[src/hmc_pkg.sv]
// Package with offsets, reset values, timing constants and carrier types of the host misc bank.
// Notes on behaviour
// - Timer count reads in bits 15:0, upper bits zero, resets to FFFFh.
// - Timer runs while run bit is one; one-to-zero change presets preload FFFFh.
// - Timer loads from the 16-bit software preload value.
// - Transmit sends low half first; receive places low half first.
// - Half-order control matters only on the 16-bit host bus.
// - On 32-bit bus, upper data lines are high half, lower lines low half.
// - 16-bit, control not all ones: address bit one selects high half.
// - 16-bit, control all ones: address bit one selects low half.
// - Free 32-bit tick counter starts at zero and counts every clock.
// - Free tick counter wraps from maximum to zero and keeps going.
// - 16-bit reads of the free counter latch the whole count on first half.
// - Free tick counter never stops, whatever the power state.
// - Dropped-frame counter counts each discarded frame, resets to zero.
// - Any read of the dropped-frame counter returns it and clears it.
// - An event is raised when the dropped-frame counter steps 7FFFFFFFh to 80000000h.
`default_nettype none

package hmc_pkg;

  localparam logic [7:0] OFF_TIMER_PRESENT_COUNT = 8'h90;
  localparam logic [7:0] OFF_HOST_HALF_ORDER_CONTROL = 8'h98;
  localparam logic [7:0] OFF_FREE_TICK_COUNT = 8'h9C;
  localparam logic [7:0] OFF_DISCARDED_FRAME_TALLY = 8'hA0;

  localparam logic [15:0] TIMER_COUNT_RESET = 16'hFFFF;
  localparam logic [15:0] TIMER_PRELOAD_RESET = 16'hFFFF;
  localparam logic [31:0] HALF_ORDER_RESET = 32'h0000_0000;
  localparam logic [31:0] HALF_ORDER_SWAPPED = 32'hFFFF_FFFF;
  localparam logic [31:0] FREE_TICK_RESET = 32'h0000_0000;
  localparam logic [31:0] DISCARD_RESET = 32'h0000_0000;
  localparam logic [31:0] DISCARD_BELOW_MID = 32'h7FFF_FFFF;

  localparam int CLK_PERIOD_NS = 100;
  localparam int FREE_CLEAR_NS = 160;
  // Rounded up, so the wait always covers the whole clearing time.
  localparam int FREE_CLEAR_CYCLES =
    (FREE_CLEAR_NS + CLK_PERIOD_NS - 1) / CLK_PERIOD_NS;

  // Host pins as they arrive: strap, active-low strobes, address and write data.
  typedef struct packed {
    logic bus16;
    logic cs_n;
    logic rd_n;
    logic wr_n;
    logic [7:0] addr;
    logic [31:0] data;
  } hmc_pins_t;

  // Idle pin levels loaded into both synchroniser stages at reset.
  localparam hmc_pins_t PINS_IDLE = '{bus16: 1'b0, cs_n: 1'b1, rd_n: 1'b1, wr_n: 1'b1,
                                      addr: 8'h00, data: 32'h0000_0000};

  typedef struct packed {
    logic run;
    logic [15:0] preload;
    logic [15:0] count;
  } hmc_timer_state_t;

  typedef struct packed {
    hmc_pins_t sync1;
    hmc_pins_t sync2;
    logic rd_prev;
    logic wr_prev;
    logic [31:0] rd_data;
    logic [31:0] half_order;
    logic [31:0] free_tick;
    logic [31:0] free_latch;
    logic latch_valid;
    logic [31:0] discard;
    logic discard_mid;
    logic [15:0] tx_high;
    logic tx_pend;
    logic [15:0] tx_half;
    logic tx_half_valid;
    logic [15:0] rx_low;
    logic rx_have_low;
    logic [31:0] rx_word;
    logic rx_word_valid;
  } hmc_state_t;

endpackage

`default_nettype wire

[src/hmc_gp_timer.sv]
// General purpose down-counting timer with preload and run control.
`default_nettype none

module hmc_gp_timer (
  input wire logic clk_i, // System clock.
  input wire logic reset_n_i, // Synchronous reset, active low.
  input wire logic cfg_wr_i, // One-cycle pulse: configuration written.
  input wire logic cfg_run_i, // Run bit carried by the write.
  input wire logic [15:0] cfg_preload_i, // Preload value carried by the write.
  input wire logic tick_i, // One-cycle timer tick.
  output logic run_o, // Present run state.
  output logic [15:0] count_o // Present count.
);

  hmc_pkg::hmc_timer_state_t st;
  hmc_pkg::hmc_timer_state_t next_st;

  always_comb begin
    next_st = st;
    if (cfg_wr_i) begin
      next_st.run = cfg_run_i;
      if (st.run && !cfg_run_i) begin
        next_st.preload = hmc_pkg::TIMER_PRELOAD_RESET;
      end else begin
        next_st.preload = cfg_preload_i;
      end
      if (!st.run && cfg_run_i) begin
        next_st.count = cfg_preload_i;
      end
    end else if (st.run && tick_i) begin
      // The count restarts from the preload after reaching zero.
      if (st.count == 16'h0000) begin
        next_st.count = st.preload;
      end else begin
        next_st.count = st.count - 16'h0001;
      end
    end
  end

  always_ff @(posedge clk_i) begin
    if (!reset_n_i) begin
      st.run <= 1'b0;
      st.preload <= hmc_pkg::TIMER_PRELOAD_RESET;
      st.count <= hmc_pkg::TIMER_COUNT_RESET;
    end else begin
      st <= next_st;
    end
  end

  assign run_o = st.run;
  assign count_o = st.count;

  property p_halt_holds;
    @(posedge clk_i) disable iff (!reset_n_i)
      (!st.run && !cfg_wr_i) |=> (st.count == $past(st.count));
  endproperty
  a_halt_holds: assert property (p_halt_holds) else $error("halted timer moved");

  property p_step_down;
    @(posedge clk_i) disable iff (!reset_n_i)
      (st.run && tick_i && !cfg_wr_i && st.count != 16'h0000)
        |=> (st.count == $past(st.count) - 16'h0001);
  endproperty
  a_step_down: assert property (p_step_down) else $error("timer did not step down");

  property p_stop_preset;
    @(posedge clk_i) disable iff (!reset_n_i)
      (cfg_wr_i && st.run && !cfg_run_i) |=> (!st.run && st.preload == 16'hFFFF);
  endproperty
  a_stop_preset: assert property (p_stop_preset) else $error("preload not preset");

endmodule

`default_nettype wire

[src/hmc_bank.sv]
// Host misc register bank: timer view, half-order control, free tick and discard counters.
`default_nettype none

module hmc_bank (
  input wire logic clk_i, // System clock.
  input wire logic reset_n_i, // Synchronous reset, active low.
  input wire logic bus16_i, // Pin: high when host bus is 16 bits wide.
  input wire logic cs_n_i, // Pin: chip select, active low.
  input wire logic rd_n_i, // Pin: read strobe, active low.
  input wire logic wr_n_i, // Pin: write strobe, active low.
  input wire logic [7:0] addr_i, // Pin: byte address, bit 1 picks the half.
  input wire logic [31:0] data_i, // Pin: host write data.
  output logic [31:0] data_o, // Host read data, registered.
  output logic data_oe_n_o, // Low while the bank drives the data pins.
  input wire logic tmr_cfg_wr_i, // Pulse: timer configuration written.
  input wire logic tmr_run_i, // Timer run bit of that write.
  input wire logic [15:0] tmr_preload_i, // Timer preload of that write.
  input wire logic tmr_tick_i, // Pulse: timer tick.
  input wire logic frame_drop_i, // Pulse: a received frame was discarded.
  output logic discard_mid_o, // Pulse: discard counter crossed its midpoint.
  input wire logic [31:0] tx_word_i, // Word from transmit buffer.
  input wire logic tx_word_valid_i, // Pulse: transmit word offered.
  output logic tx_word_ready_o, // High when a transmit word can be taken.
  output logic [15:0] tx_half_o, // Half-word toward the network, registered.
  output logic tx_half_valid_o, // Pulse: tx_half_o valid.
  input wire logic [15:0] rx_half_i, // Half-word from the network.
  input wire logic rx_half_valid_i, // Pulse: rx_half_i valid.
  output logic [31:0] rx_word_o, // Assembled receive word, registered.
  output logic rx_word_valid_o // Pulse: rx_word_o valid.
);

  hmc_pkg::hmc_state_t st;
  hmc_pkg::hmc_state_t next_st;
  hmc_pkg::hmc_pins_t pins;
  logic [15:0] timer_present_count;
  logic rd_act;
  logic wr_act;
  logic rd_start;
  logic wr_start;
  logic pick_high;
  logic [7:0] reg_off;
  logic [31:0] word;

  hmc_gp_timer u_timer (
    .clk_i(clk_i),
    .reset_n_i(reset_n_i),
    .cfg_wr_i(tmr_cfg_wr_i),
    .cfg_run_i(tmr_run_i),
    .cfg_preload_i(tmr_preload_i),
    .tick_i(tmr_tick_i),
    .run_o(),
    .count_o(timer_present_count)
  );

  // Address and data ride the same two stages as the strobes, so they line up with the
  // strobe edge the bank acts on. The host must hold them until the strobe is released.
  assign pins = '{bus16: bus16_i, cs_n: cs_n_i, rd_n: rd_n_i, wr_n: wr_n_i,
                  addr: addr_i, data: data_i};
  assign rd_act = !st.sync2.cs_n && !st.sync2.rd_n;
  assign wr_act = !st.sync2.cs_n && !st.sync2.wr_n;
  assign rd_start = rd_act && !st.rd_prev;
  assign wr_start = wr_act && !st.wr_prev;
  assign reg_off = {st.sync2.addr[7:2], 2'b00};

  ////////////////////////////////////////////////////////////////////////////////
  // Half selection and register read mux.

  always_comb begin
    if (st.half_order == hmc_pkg::HALF_ORDER_SWAPPED) begin
      pick_high = !st.sync2.addr[1];
    end else begin
      pick_high = st.sync2.addr[1];
    end
  end

  always_comb begin
    if (reg_off == hmc_pkg::OFF_TIMER_PRESENT_COUNT) begin
      word = {16'h0000, timer_present_count};
    end else if (reg_off == hmc_pkg::OFF_HOST_HALF_ORDER_CONTROL) begin
      word = st.half_order;
    end else if (reg_off == hmc_pkg::OFF_FREE_TICK_COUNT) begin
      word = (st.sync2.bus16 && st.latch_valid) ? st.free_latch : st.free_tick;
    end else if (reg_off == hmc_pkg::OFF_DISCARDED_FRAME_TALLY) begin
      word = st.discard;
    end else begin
      word = 32'h0000_0000;
    end
  end

  ////////////////////////////////////////////////////////////////////////////////
  // Next state.

  always_comb begin
    next_st = st;
    next_st.sync1 = pins;
    next_st.sync2 = st.sync1;
    next_st.rd_prev = rd_act;
    next_st.wr_prev = wr_act;
    next_st.free_tick = st.free_tick + 32'h0000_0001;
    next_st.discard_mid = 1'b0;
    next_st.tx_half_valid = 1'b0;
    next_st.rx_word_valid = 1'b0;

    if (rd_start) begin
      if (st.sync2.bus16) begin
        next_st.rd_data = {16'h0000, pick_high ? word[31:16] : word[15:0]};
      end else begin
        next_st.rd_data = word;
      end
      // The latch lives for one pair of half reads; the second half consumes it.
      if (reg_off == hmc_pkg::OFF_FREE_TICK_COUNT && st.sync2.bus16) begin
        next_st.latch_valid = !st.latch_valid;
        if (!st.latch_valid) begin
          next_st.free_latch = st.free_tick;
        end
      end
    end

    // A discard arriving in the clearing cycle is kept as a count of one.
    if (rd_start && reg_off == hmc_pkg::OFF_DISCARDED_FRAME_TALLY) begin
      next_st.discard = frame_drop_i ? 32'h0000_0001 : hmc_pkg::DISCARD_RESET;
    end else if (frame_drop_i) begin
      next_st.discard = st.discard + 32'h0000_0001;
      next_st.discard_mid = (st.discard == hmc_pkg::DISCARD_BELOW_MID);
    end

    if (wr_start && reg_off == hmc_pkg::OFF_HOST_HALF_ORDER_CONTROL) begin
      if (!st.sync2.bus16) begin
        next_st.half_order = st.sync2.data;
      end else if (pick_high) begin
        next_st.half_order[31:16] = st.sync2.data[15:0];
      end else begin
        next_st.half_order[15:0] = st.sync2.data[15:0];
      end
    end

    // Transmit: low half leaves first, high half on the following cycle.
    if (st.tx_pend) begin
      next_st.tx_half = st.tx_high;
      next_st.tx_half_valid = 1'b1;
      next_st.tx_pend = 1'b0;
    end else if (tx_word_valid_i) begin
      next_st.tx_half = tx_word_i[15:0];
      next_st.tx_high = tx_word_i[31:16];
      next_st.tx_half_valid = 1'b1;
      next_st.tx_pend = 1'b1;
    end

    // Receive: first half of a pair is the low half.
    if (rx_half_valid_i) begin
      if (st.rx_have_low) begin
        next_st.rx_word = {rx_half_i, st.rx_low};
        next_st.rx_word_valid = 1'b1;
        next_st.rx_have_low = 1'b0;
      end else begin
        next_st.rx_low = rx_half_i;
        next_st.rx_have_low = 1'b1;
      end
    end
  end

  always_ff @(posedge clk_i) begin
    if (!reset_n_i) begin
      st <= '0;
      st.sync1 <= hmc_pkg::PINS_IDLE;
      st.sync2 <= hmc_pkg::PINS_IDLE;
      st.half_order <= hmc_pkg::HALF_ORDER_RESET;
      st.free_tick <= hmc_pkg::FREE_TICK_RESET;
      st.discard <= hmc_pkg::DISCARD_RESET;
    end else begin
      st <= next_st;
    end
  end

  assign data_o = st.rd_data;
  assign data_oe_n_o = !rd_act;
  assign discard_mid_o = st.discard_mid;
  assign tx_word_ready_o = !st.tx_pend;
  assign tx_half_o = st.tx_half;
  assign tx_half_valid_o = st.tx_half_valid;
  assign rx_word_o = st.rx_word;
  assign rx_word_valid_o = st.rx_word_valid;

  ////////////////////////////////////////////////////////////////////////////////
  // Checks.

  property p_free_counts;
    @(posedge clk_i) disable iff (!reset_n_i)
      $past(reset_n_i) |-> (st.free_tick == $past(st.free_tick) + 32'h0000_0001);
  endproperty
  a_free_counts: assert property (p_free_counts) else $error("free counter missed a step");

  property p_free_wraps;
    @(posedge clk_i) disable iff (!reset_n_i)
      (st.free_tick == 32'hFFFF_FFFF) |=> (st.free_tick == 32'h0000_0000);
  endproperty
  a_free_wraps: assert property (p_free_wraps) else $error("free counter did not wrap");

  property p_read_clears;
    @(posedge clk_i) disable iff (!reset_n_i)
      (rd_start && reg_off == hmc_pkg::OFF_DISCARDED_FRAME_TALLY && !frame_drop_i)
        |=> (st.discard == 32'h0000_0000);
  endproperty
  a_read_clears: assert property (p_read_clears) else $error("discard not cleared on read");

  property p_drop_counts;
    @(posedge clk_i) disable iff (!reset_n_i)
      (frame_drop_i && !rd_start) |=> (st.discard == $past(st.discard) + 32'h0000_0001);
  endproperty
  a_drop_counts: assert property (p_drop_counts) else $error("discard not counted");

  property p_mid_event;
    @(posedge clk_i) disable iff (!reset_n_i)
      st.discard_mid |-> (st.discard == 32'h8000_0000 && $past(st.discard) == 32'h7FFF_FFFF);
  endproperty
  a_mid_event: assert property (p_mid_event) else $error("midpoint event misplaced");

  property p_wide_read;
    @(posedge clk_i) disable iff (!reset_n_i)
      (rd_start && !st.sync2.bus16 && reg_off == hmc_pkg::OFF_HOST_HALF_ORDER_CONTROL)
        |=> (st.rd_data == $past(st.half_order));
  endproperty
  a_wide_read: assert property (p_wide_read) else $error("32-bit read mapped wrongly");

  property p_half_select;
    @(posedge clk_i) disable iff (!reset_n_i)
      (rd_start && st.sync2.bus16 && reg_off == hmc_pkg::OFF_HOST_HALF_ORDER_CONTROL)
        |=> (st.rd_data[15:0] == (($past(st.half_order) == 32'hFFFF_FFFF) ^ $past(st.sync2.addr[1])
              ? $past(st.half_order[31:16]) : $past(st.half_order[15:0])));
  endproperty
  a_half_select: assert property (p_half_select) else $error("16-bit half select wrong");

  property p_tx_order;
    @(posedge clk_i) disable iff (!reset_n_i)
      (tx_word_valid_i && !st.tx_pend)
        |=> (tx_half_valid_o && tx_half_o == $past(tx_word_i[15:0]))
          ##1 (tx_half_valid_o && tx_half_o == $past(tx_word_i[31:16], 2));
  endproperty
  a_tx_order: assert property (p_tx_order) else $error("transmit halves out of order");

  property p_latch_pair;
    @(posedge clk_i) disable iff (!reset_n_i)
      (rd_start && st.sync2.bus16 && reg_off == hmc_pkg::OFF_FREE_TICK_COUNT && !st.latch_valid)
        |=> (st.latch_valid && st.free_latch == $past(st.free_tick));
  endproperty
  a_latch_pair: assert property (p_latch_pair) else $error("free count not latched");

endmodule

`default_nettype wire

[config.mk]
export PLATFORM = sky130hd
export DESIGN_NAME = hmc_bank
export DESIGN_NICKNAME = d
export VERILOG_FILES = /design/src/hmc_pkg.sv /design/src/hmc_gp_timer.sv /design/src/hmc_bank.sv
export SDC_FILE = /design/constraint.sdc
export NUM_CORES = 1
export LEC_CHECK = 0
export BUFFER_PORTS_ARGS = -buffer_cell sky130_fd_sc_hd__buf_4
export CORE_ASPECT_RATIO = 1.75
export CORE_MARGIN = 2
export CORE_UTILIZATION = 50
export DETAILED_ROUTE_END_ITERATION = 8
export PLACE_DENSITY = 0.71
export SLEW_MARGIN = 10
export SYNTH_ARGS = -nofsm -noshare
export SYNTH_HDL_FRONTEND = slang
export SYNTH_SLANG_ARGS = --single-unit
export TNS_END_PERCENT = 5
[constraint.sdc]
create_clock -name clk_i -period 3.1 [get_ports clk_i]
set_input_delay 0.465 -clock clk_i [delete_from_list [all_inputs] [get_ports clk_i]]
set_output_delay 0.465 -clock clk_i [all_outputs]
set_load 0.02 [all_outputs]
---- Yosys cells after proc, flatten, opt, wreduce, memory -nomap -nowiden ----
Index checks and enable logic that the tools add are counted.
storage, ports and cells
  register bits ........................... 369
  bits of input ports ..................... 116
  output and inout bits ................... 85
cells by class
  bitwise gates (word level) .............. 5
  add/subtract/negate cells ............... 3
  muxes and demuxes ....................... 23
  equal/unequal tests ..................... 9
  reduce and logical (&&, ||, !) cells .... 37
operators with widths
  cell                                                   number
  2-to-1 mux 32 bit                                      8
  2-to-1 mux 16 bit                                      8
  adder 32 x 1 -> 32 bit, second input constant          2
  2-to-1 mux 33 bit                                      1
  equality test 32 x 31 -> 1 bit, second input constant  1
  equality test 32 bit, second input constant            1
  equality test 6 bit, second input constant             4
  2-to-1 mux 18 bit                                      1
  2-to-1 mux 17 bit                                      1
  logical NOT 16 bit                                     1
  AND reduction 2 bit                                    8
  subtractor 16 x 1 -> 16 bit, second input constant     1
  logical AND 1 bit                                      11
  logical NOT 1 bit                                      11
  nonzero test 2 bit                                     3
  NOT 1 bit                                              5
  2-to-1 mux 1 bit                                       4
  != test 2 x 1 -> 1 bit, second input constant          2
  AND reduction 3 bit                                    1
  OR reduction 3 bit                                     1
  != test 2 bit, second input constant                   1
  OR reduction 2 bit                                     1

---- Logic depth before layout (Yosys ltp) ----
  depth after elaboration ................. 7
  depth in mapped cells ................... 9
  mapped depth without buffers ............ 8

---- Modules after synthesis ----
A second synthesis with hierarchy kept.
second synthesis, totals
  cells, all modules ...................... 1738
  area total of the unflattened synthesis .. 15588.7 um^2
modules (own cells, without submodules)
  module        sequential area each (um^2)  cells an instance  area an instance (um^2)  times used
  hmc_bank      6686.4                       1501               13681.9                  1
  hmc_gp_timer  660.6                        237                1906.8                   1

---- Worst setup path after synthesis ----
Ideal clock, no wire load.
  path type ............................... register to register
  start ................................... register u_timer.st, in the netlist u_timer.count_o[5]
  end ..................................... register u_timer.st, in the netlist u_timer.count_o[15]
  setup time .............................. 137 ps
  stages on the path, launching flop included .. 9
  data arrival time ....................... 2012 ps
  data required time ...................... 2963 ps
  setup slack ............................. 951 ps
  path buffers ............................ 2
  clock period less this slack ............ 2149 ps
  cell sequence ........................... dfxtp_1 or3_1 buf_2 or3_4 or2_1 buf_6 or3_1 o21ai_0 a32oi_1
on the way
  longest elaborated chain between the ends .. 4
  elaborated cells between the ends (all ways) .. 5
  classes of those cells .................. add/sub (1); mux (3); reduce/logical (1)
RTL lines
  item                                                                      line                                    source
  start, declared                                                           hmc_gp_timer.sv:15                      hmc_pkg::hmc_timer_state_t st;
  start signal, assigned                                                    hmc_gp_timer.sv:46                      st <= next_st;
  subtractor 16 x 1 -> 16 bit / logical NOT 16 bit (equally long branches)  hmc_gp_timer.sv:35, hmc_gp_timer.sv:32
  2-to-1 mux 16 bit (*)                                                     hmc_gp_timer.sv:32                      if (st.count == 16'h0000) begin
  2-to-1 mux 16 bit (*)                                                     hmc_gp_timer.sv:30                      end else if (st.run && tick_i) begin
  2-to-1 mux 16 bit (*)                                                     hmc_gp_timer.sv:20                      if (cfg_wr_i) begin
Every way passes the cells marked *; elsewhere a longest branch is shown, timed or not. The select of a mux whose other input is x is not followed.
A chain may end at the register's enable or synchronous reset.

---- Worst setup path after layout ----
Same ends and word-level chain as after synthesis.

==> results.toml <==
[route]
firstDrtPassIters = 6
drt_iter0_markers = 594
totalWireLength_um = 38010
drc = 0
dr_total_vias = 12280
drtAntennaViolNets = 0
avgViaCountPerCell = 5.507
wl_per_cell_um = 17.05

[place]
placed_area_um2 = 16350
placement.setup.worst_slack_ns = 0.5406
place.gp.congestion = 0.9319
portBuffers = 199
dp_hpwl_um = 27320
placed_cells = 2169

[critical_path]
crit_path_end_kind = "register"
r2r-start = "u_timer.count_o[5]$_SDFFE_PN1P_"
reg2reg_to = "u_timer.count_o[15]$_SDFFE_PN1P_"
crit_end = "u_timer.count_o[15]$_SDFFE_PN1P_"
reg2reg_depth = 6
startpoint = "u_timer.count_o[5]$_SDFFE_PN1P_"
rrSetupSlack_ns = 0.51
critPathKind = "register to register"
arrival_ns = 2.99
cp.required_ns = 3.51
cp-start-kind = "register"
cp_max_fo = 18

[min_path]
min_path_type = "input port to register"

[final_layout]
area_growth_pct = 15.16
post_layout_nonfiller_instances = 2229
postLayoutCellArea_um2 = 17470
layout-drive-gt1-share_pct = 16.83
layout.nets = 1938
fill_cells = 2702
n_antenna_cell = 0
utilization_pct = 58.31

[clocking]
cts_buffers = 34
post_cts_resized = 0
cts_tree = "done"
cts_max_level = 2
root_buffer = "clkbuf_16"
cts_setup_buffers = 0
clk_path_buf_depth = 3
clk_pin_slew_ns = 0.07
clock_latency_ns = 0.54
clock-sinks = 367
postCtsHoldBufs = 0

[yosys]
ys_ff_latch = 367
synth-edff-count = 0
synth-compound-area-share_pct = 14.49
synthAdderAreaFrac_pct = 0.3300
synth_top_family_by_area = "simple AND/OR/NAND/NOR gates"
synth-simple-area-share_pct = 22.46
synthesis.area_um2 = 15170
synth_xor_xnor_area_share_pct = 3.407
synthArstFlopShare_pct = 0
synth.distinct_cells = 65
ys.flop_type = "dfxtp_1"
muxShareOfSynthArea_pct = 3.234
synth.avg_cell_area_um2 = 8.672
synthCells = 1749
ys_seq_area_share_pct = 48.44
ys_warn_count = 0
synth_nets = 1869

[power_and_ir_drop]
sequentialPowerShare_pct = 50.5
switchingPower_mw = 2.241
p_int_mw = 7.563
comb_power_share_pct = 6.1
swShare_pct = 22.85
p_per_area_nw_per_um2 = 561.3
pwr-share-clk_pct = 43.4
leakage_nw = 6.778
ir_worst_vdd_v = 0.0004294

[grt]
use_met2_pct = 41.57
grt_pass1_wl_um = 59600
gr-usage-met1_pct = 26.60
antenna_found_initial = 0
top_usage_layer = "met2"
met3_usage_pct = 3.048
overflow = 0
grt_start_max_net_pins = 98
grt_pass1_vias = 11520
grt_use_total_pct = 23.50

[floorplanning]
num_io_pins = 201
dieArea_um2 = 31800
die_x_um = 135.7
die_h_um = 234.4
core_area_um2 = 29950
row_count = 84
initial_core_util_pct = 50.63

[sta]
rsz0062_at_grt = "false"
fin_worst_skew_ns = 0.02444
period_needed_ns = 2.589
fin_setup_tns_ns = 0
slew_headroom_pct = 49.13
worstMarginPinSlew_ns = 0.7603
max_freq_mhz = 386.3
fin_crit_sh_pct = 83.51
slew_violations = 0
hold_viol = 0
setup_viol = 0
worst_slack_ns = 0.5111

[flow_run]
drv_cap = 0

[outcome]
status = "finished, final reports clean"
registers in the layout, indices dropped and copies added, names as in the netlist, 6 cells and up:
register / flops
data_o: 32
tx_half_o: 16
reg_off: 6
st: 202
u_timer.st: 16
rx_word_o: 32
next_st: 43
u_timer.count_o: 16
critical path, stage by stage, from the launching register on:
cell	delay, ns
dfxtp_1	0.35
or3_1	0.48
or3_4	0.49
or2_1	0.53
or3_1	0.41
o21ai_0	0.08
a32oi_1	0.12
cell families after synthesis:
family,count (synthesis)
and+or+nand+nor,722
DFF,367
AOI/OAI and AO/OA,329
buffers and inverters,219
xor gates and xnor gates,59
muxes,49
adders and majority gates,4
routing by layer:
| layer | part of all wire [%] | wire length, µm |
|---|---|---|
| met4 | 6.2 | 2368 |
| met1 | 38 | 14620 |
| met3 | 5.4 | 2053 |
| met5 | 0 | 0 |
| met2 | 50 | 18970 |
layout by cell type (no fill, tap or decap), types with 5 or more instances in the layout:
cell / instances
a221oi_1: 12
o31ai_1: 8
mux2i_1: 49
xor2_1: 42
nand4_1: 30
inv_1: 16
dfxtp_1: 367
o21ai_0: 47
xnor2_1: 17
nand2_1: 272
a211oi_1: 22
a22o_1: 42
nor4_1: 9
clkbuf_16: 35
or2_2: 5
a31oi_1: 15
a21oi_1: 109
o211ai_1: 10
nand3_1: 72
and4_1: 7
o311ai_0: 14
buf_4: 233
nor3_1: 15
clkinv_2: 6
clkbuf_1: 6
nor2_1: 169
a311oi_1: 8
nand2b_1: 11
and2_1: 90
a22oi_1: 13
or3_1: 14
and3_1: 7
a2bb2oi_1: 5
how the worst min path moves through the flow:
stage / slack, ns / start / endpoint / cells after the start
floorplan: 0.39 / next_st[288]$_SDFF_PN1_ / st[288]$_SDFF_PN1_ / 1
global placement: 0.40 / next_st[289]$_SDFF_PN1_ / st[289]$_SDFF_PN1_ / 1
detailed placement: 0.41 / next_st[288]$_SDFF_PN1_ / st[288]$_SDFF_PN1_ / 1
CTS: 0.1 / cs_n_i / next_st[290]$_SDFF_PN1_ / 2
global route: 0.11 / wr_n_i / next_st[288]$_SDFF_PN1_ / 2
finish: 0.11 / cs_n_i / next_st[290]$_SDFF_PN1_ / 2
area by class of cell:
class | count | area [µm²] | share of cell area (%)
Timing Repair Buffer | 234 | 1769 | 10.13
Sequential cell | 367 | 7347 | 42.06
Clock buffer | 45 | 953.4 | 5.458
Inverter | 18 | 70.07 | 0.4011
Multi-Input combinational cell | 1163 | 6675 | 38.22
Clock inverter | 15 | 167.7 | 0.9599
Tap cell | 387 | 484.2 | 2.772
cells in the mapped netlist, types with 2 or more instances:
cell type,number,share of area [%]
dfxtp_1,367,48
nand2_1,272,6.7
nor2_1,169,4.2
a21oi_1,110,3.6
clkbuf_1,102,2.5
and2_1,90,3.7
buf_4,80,4.0
nand3_1,72,2.4
mux2i_1,49,3.2
o21ai_0,47,1.6
a22o_1,42,2.4
xor2_1,42,2.4
nand4_1,30,1.2
a211oi_1,23,1.1
inv_1,17,0.42
xnor2_1,17,0.98
nor3_1,16,0.53
a31oi_1,15,0.62
o311ai_0,14,0.81
or3_1,14,0.58
a22oi_1,13,0.64
a221oi_1,12,0.69
buf_2,11,0.36
nand2b_1,11,0.45
o211ai_1,10,0.49
nor4_1,9,0.37
a311oi_1,8,0.46
o31ai_1,8,0.40
and3_1,7,0.29
and4_1,7,0.40
a2bb2oi_1,5,0.29
buf_1,5,0.12
or2_2,5,0.21
and3b_1,4,0.23
ha_1,4,0.33
a32o_1,3,0.20
buf_6,3,0.22
o22ai_1,3,0.12
a211oi_2,2,0.16
nor2b_1,2,0.082
nor3b_2,2,0.16
nor4_2,2,0.16
o2111ai_1,2,0.12
o21a_1,2,0.099
metrics by stage:
stage	hold slack [ns]	power, mW
final	0.1129	9.804
after global routing	0.1128	10.14
after CTS	0.09980	9.899
after detailed placement	0.4083	5.661
after global placement	0.3985	5.645
after floorplan	0.3863	5.415
power by group through the flow:
stage / Combinational (mW) / Sequential [mW] / Clock, mW
floorplan: 0.394 / 5.02 / 0
global placement: 0.591 / 5.05 / 0
detailed placement: 0.602 / 5.06 / 0
CTS: 0.605 / 4.95 / 4.34
global route: 0.665 / 4.97 / 4.51
finish: 0.600 / 4.95 / 4.25
(Power assumes the default switching activity.)
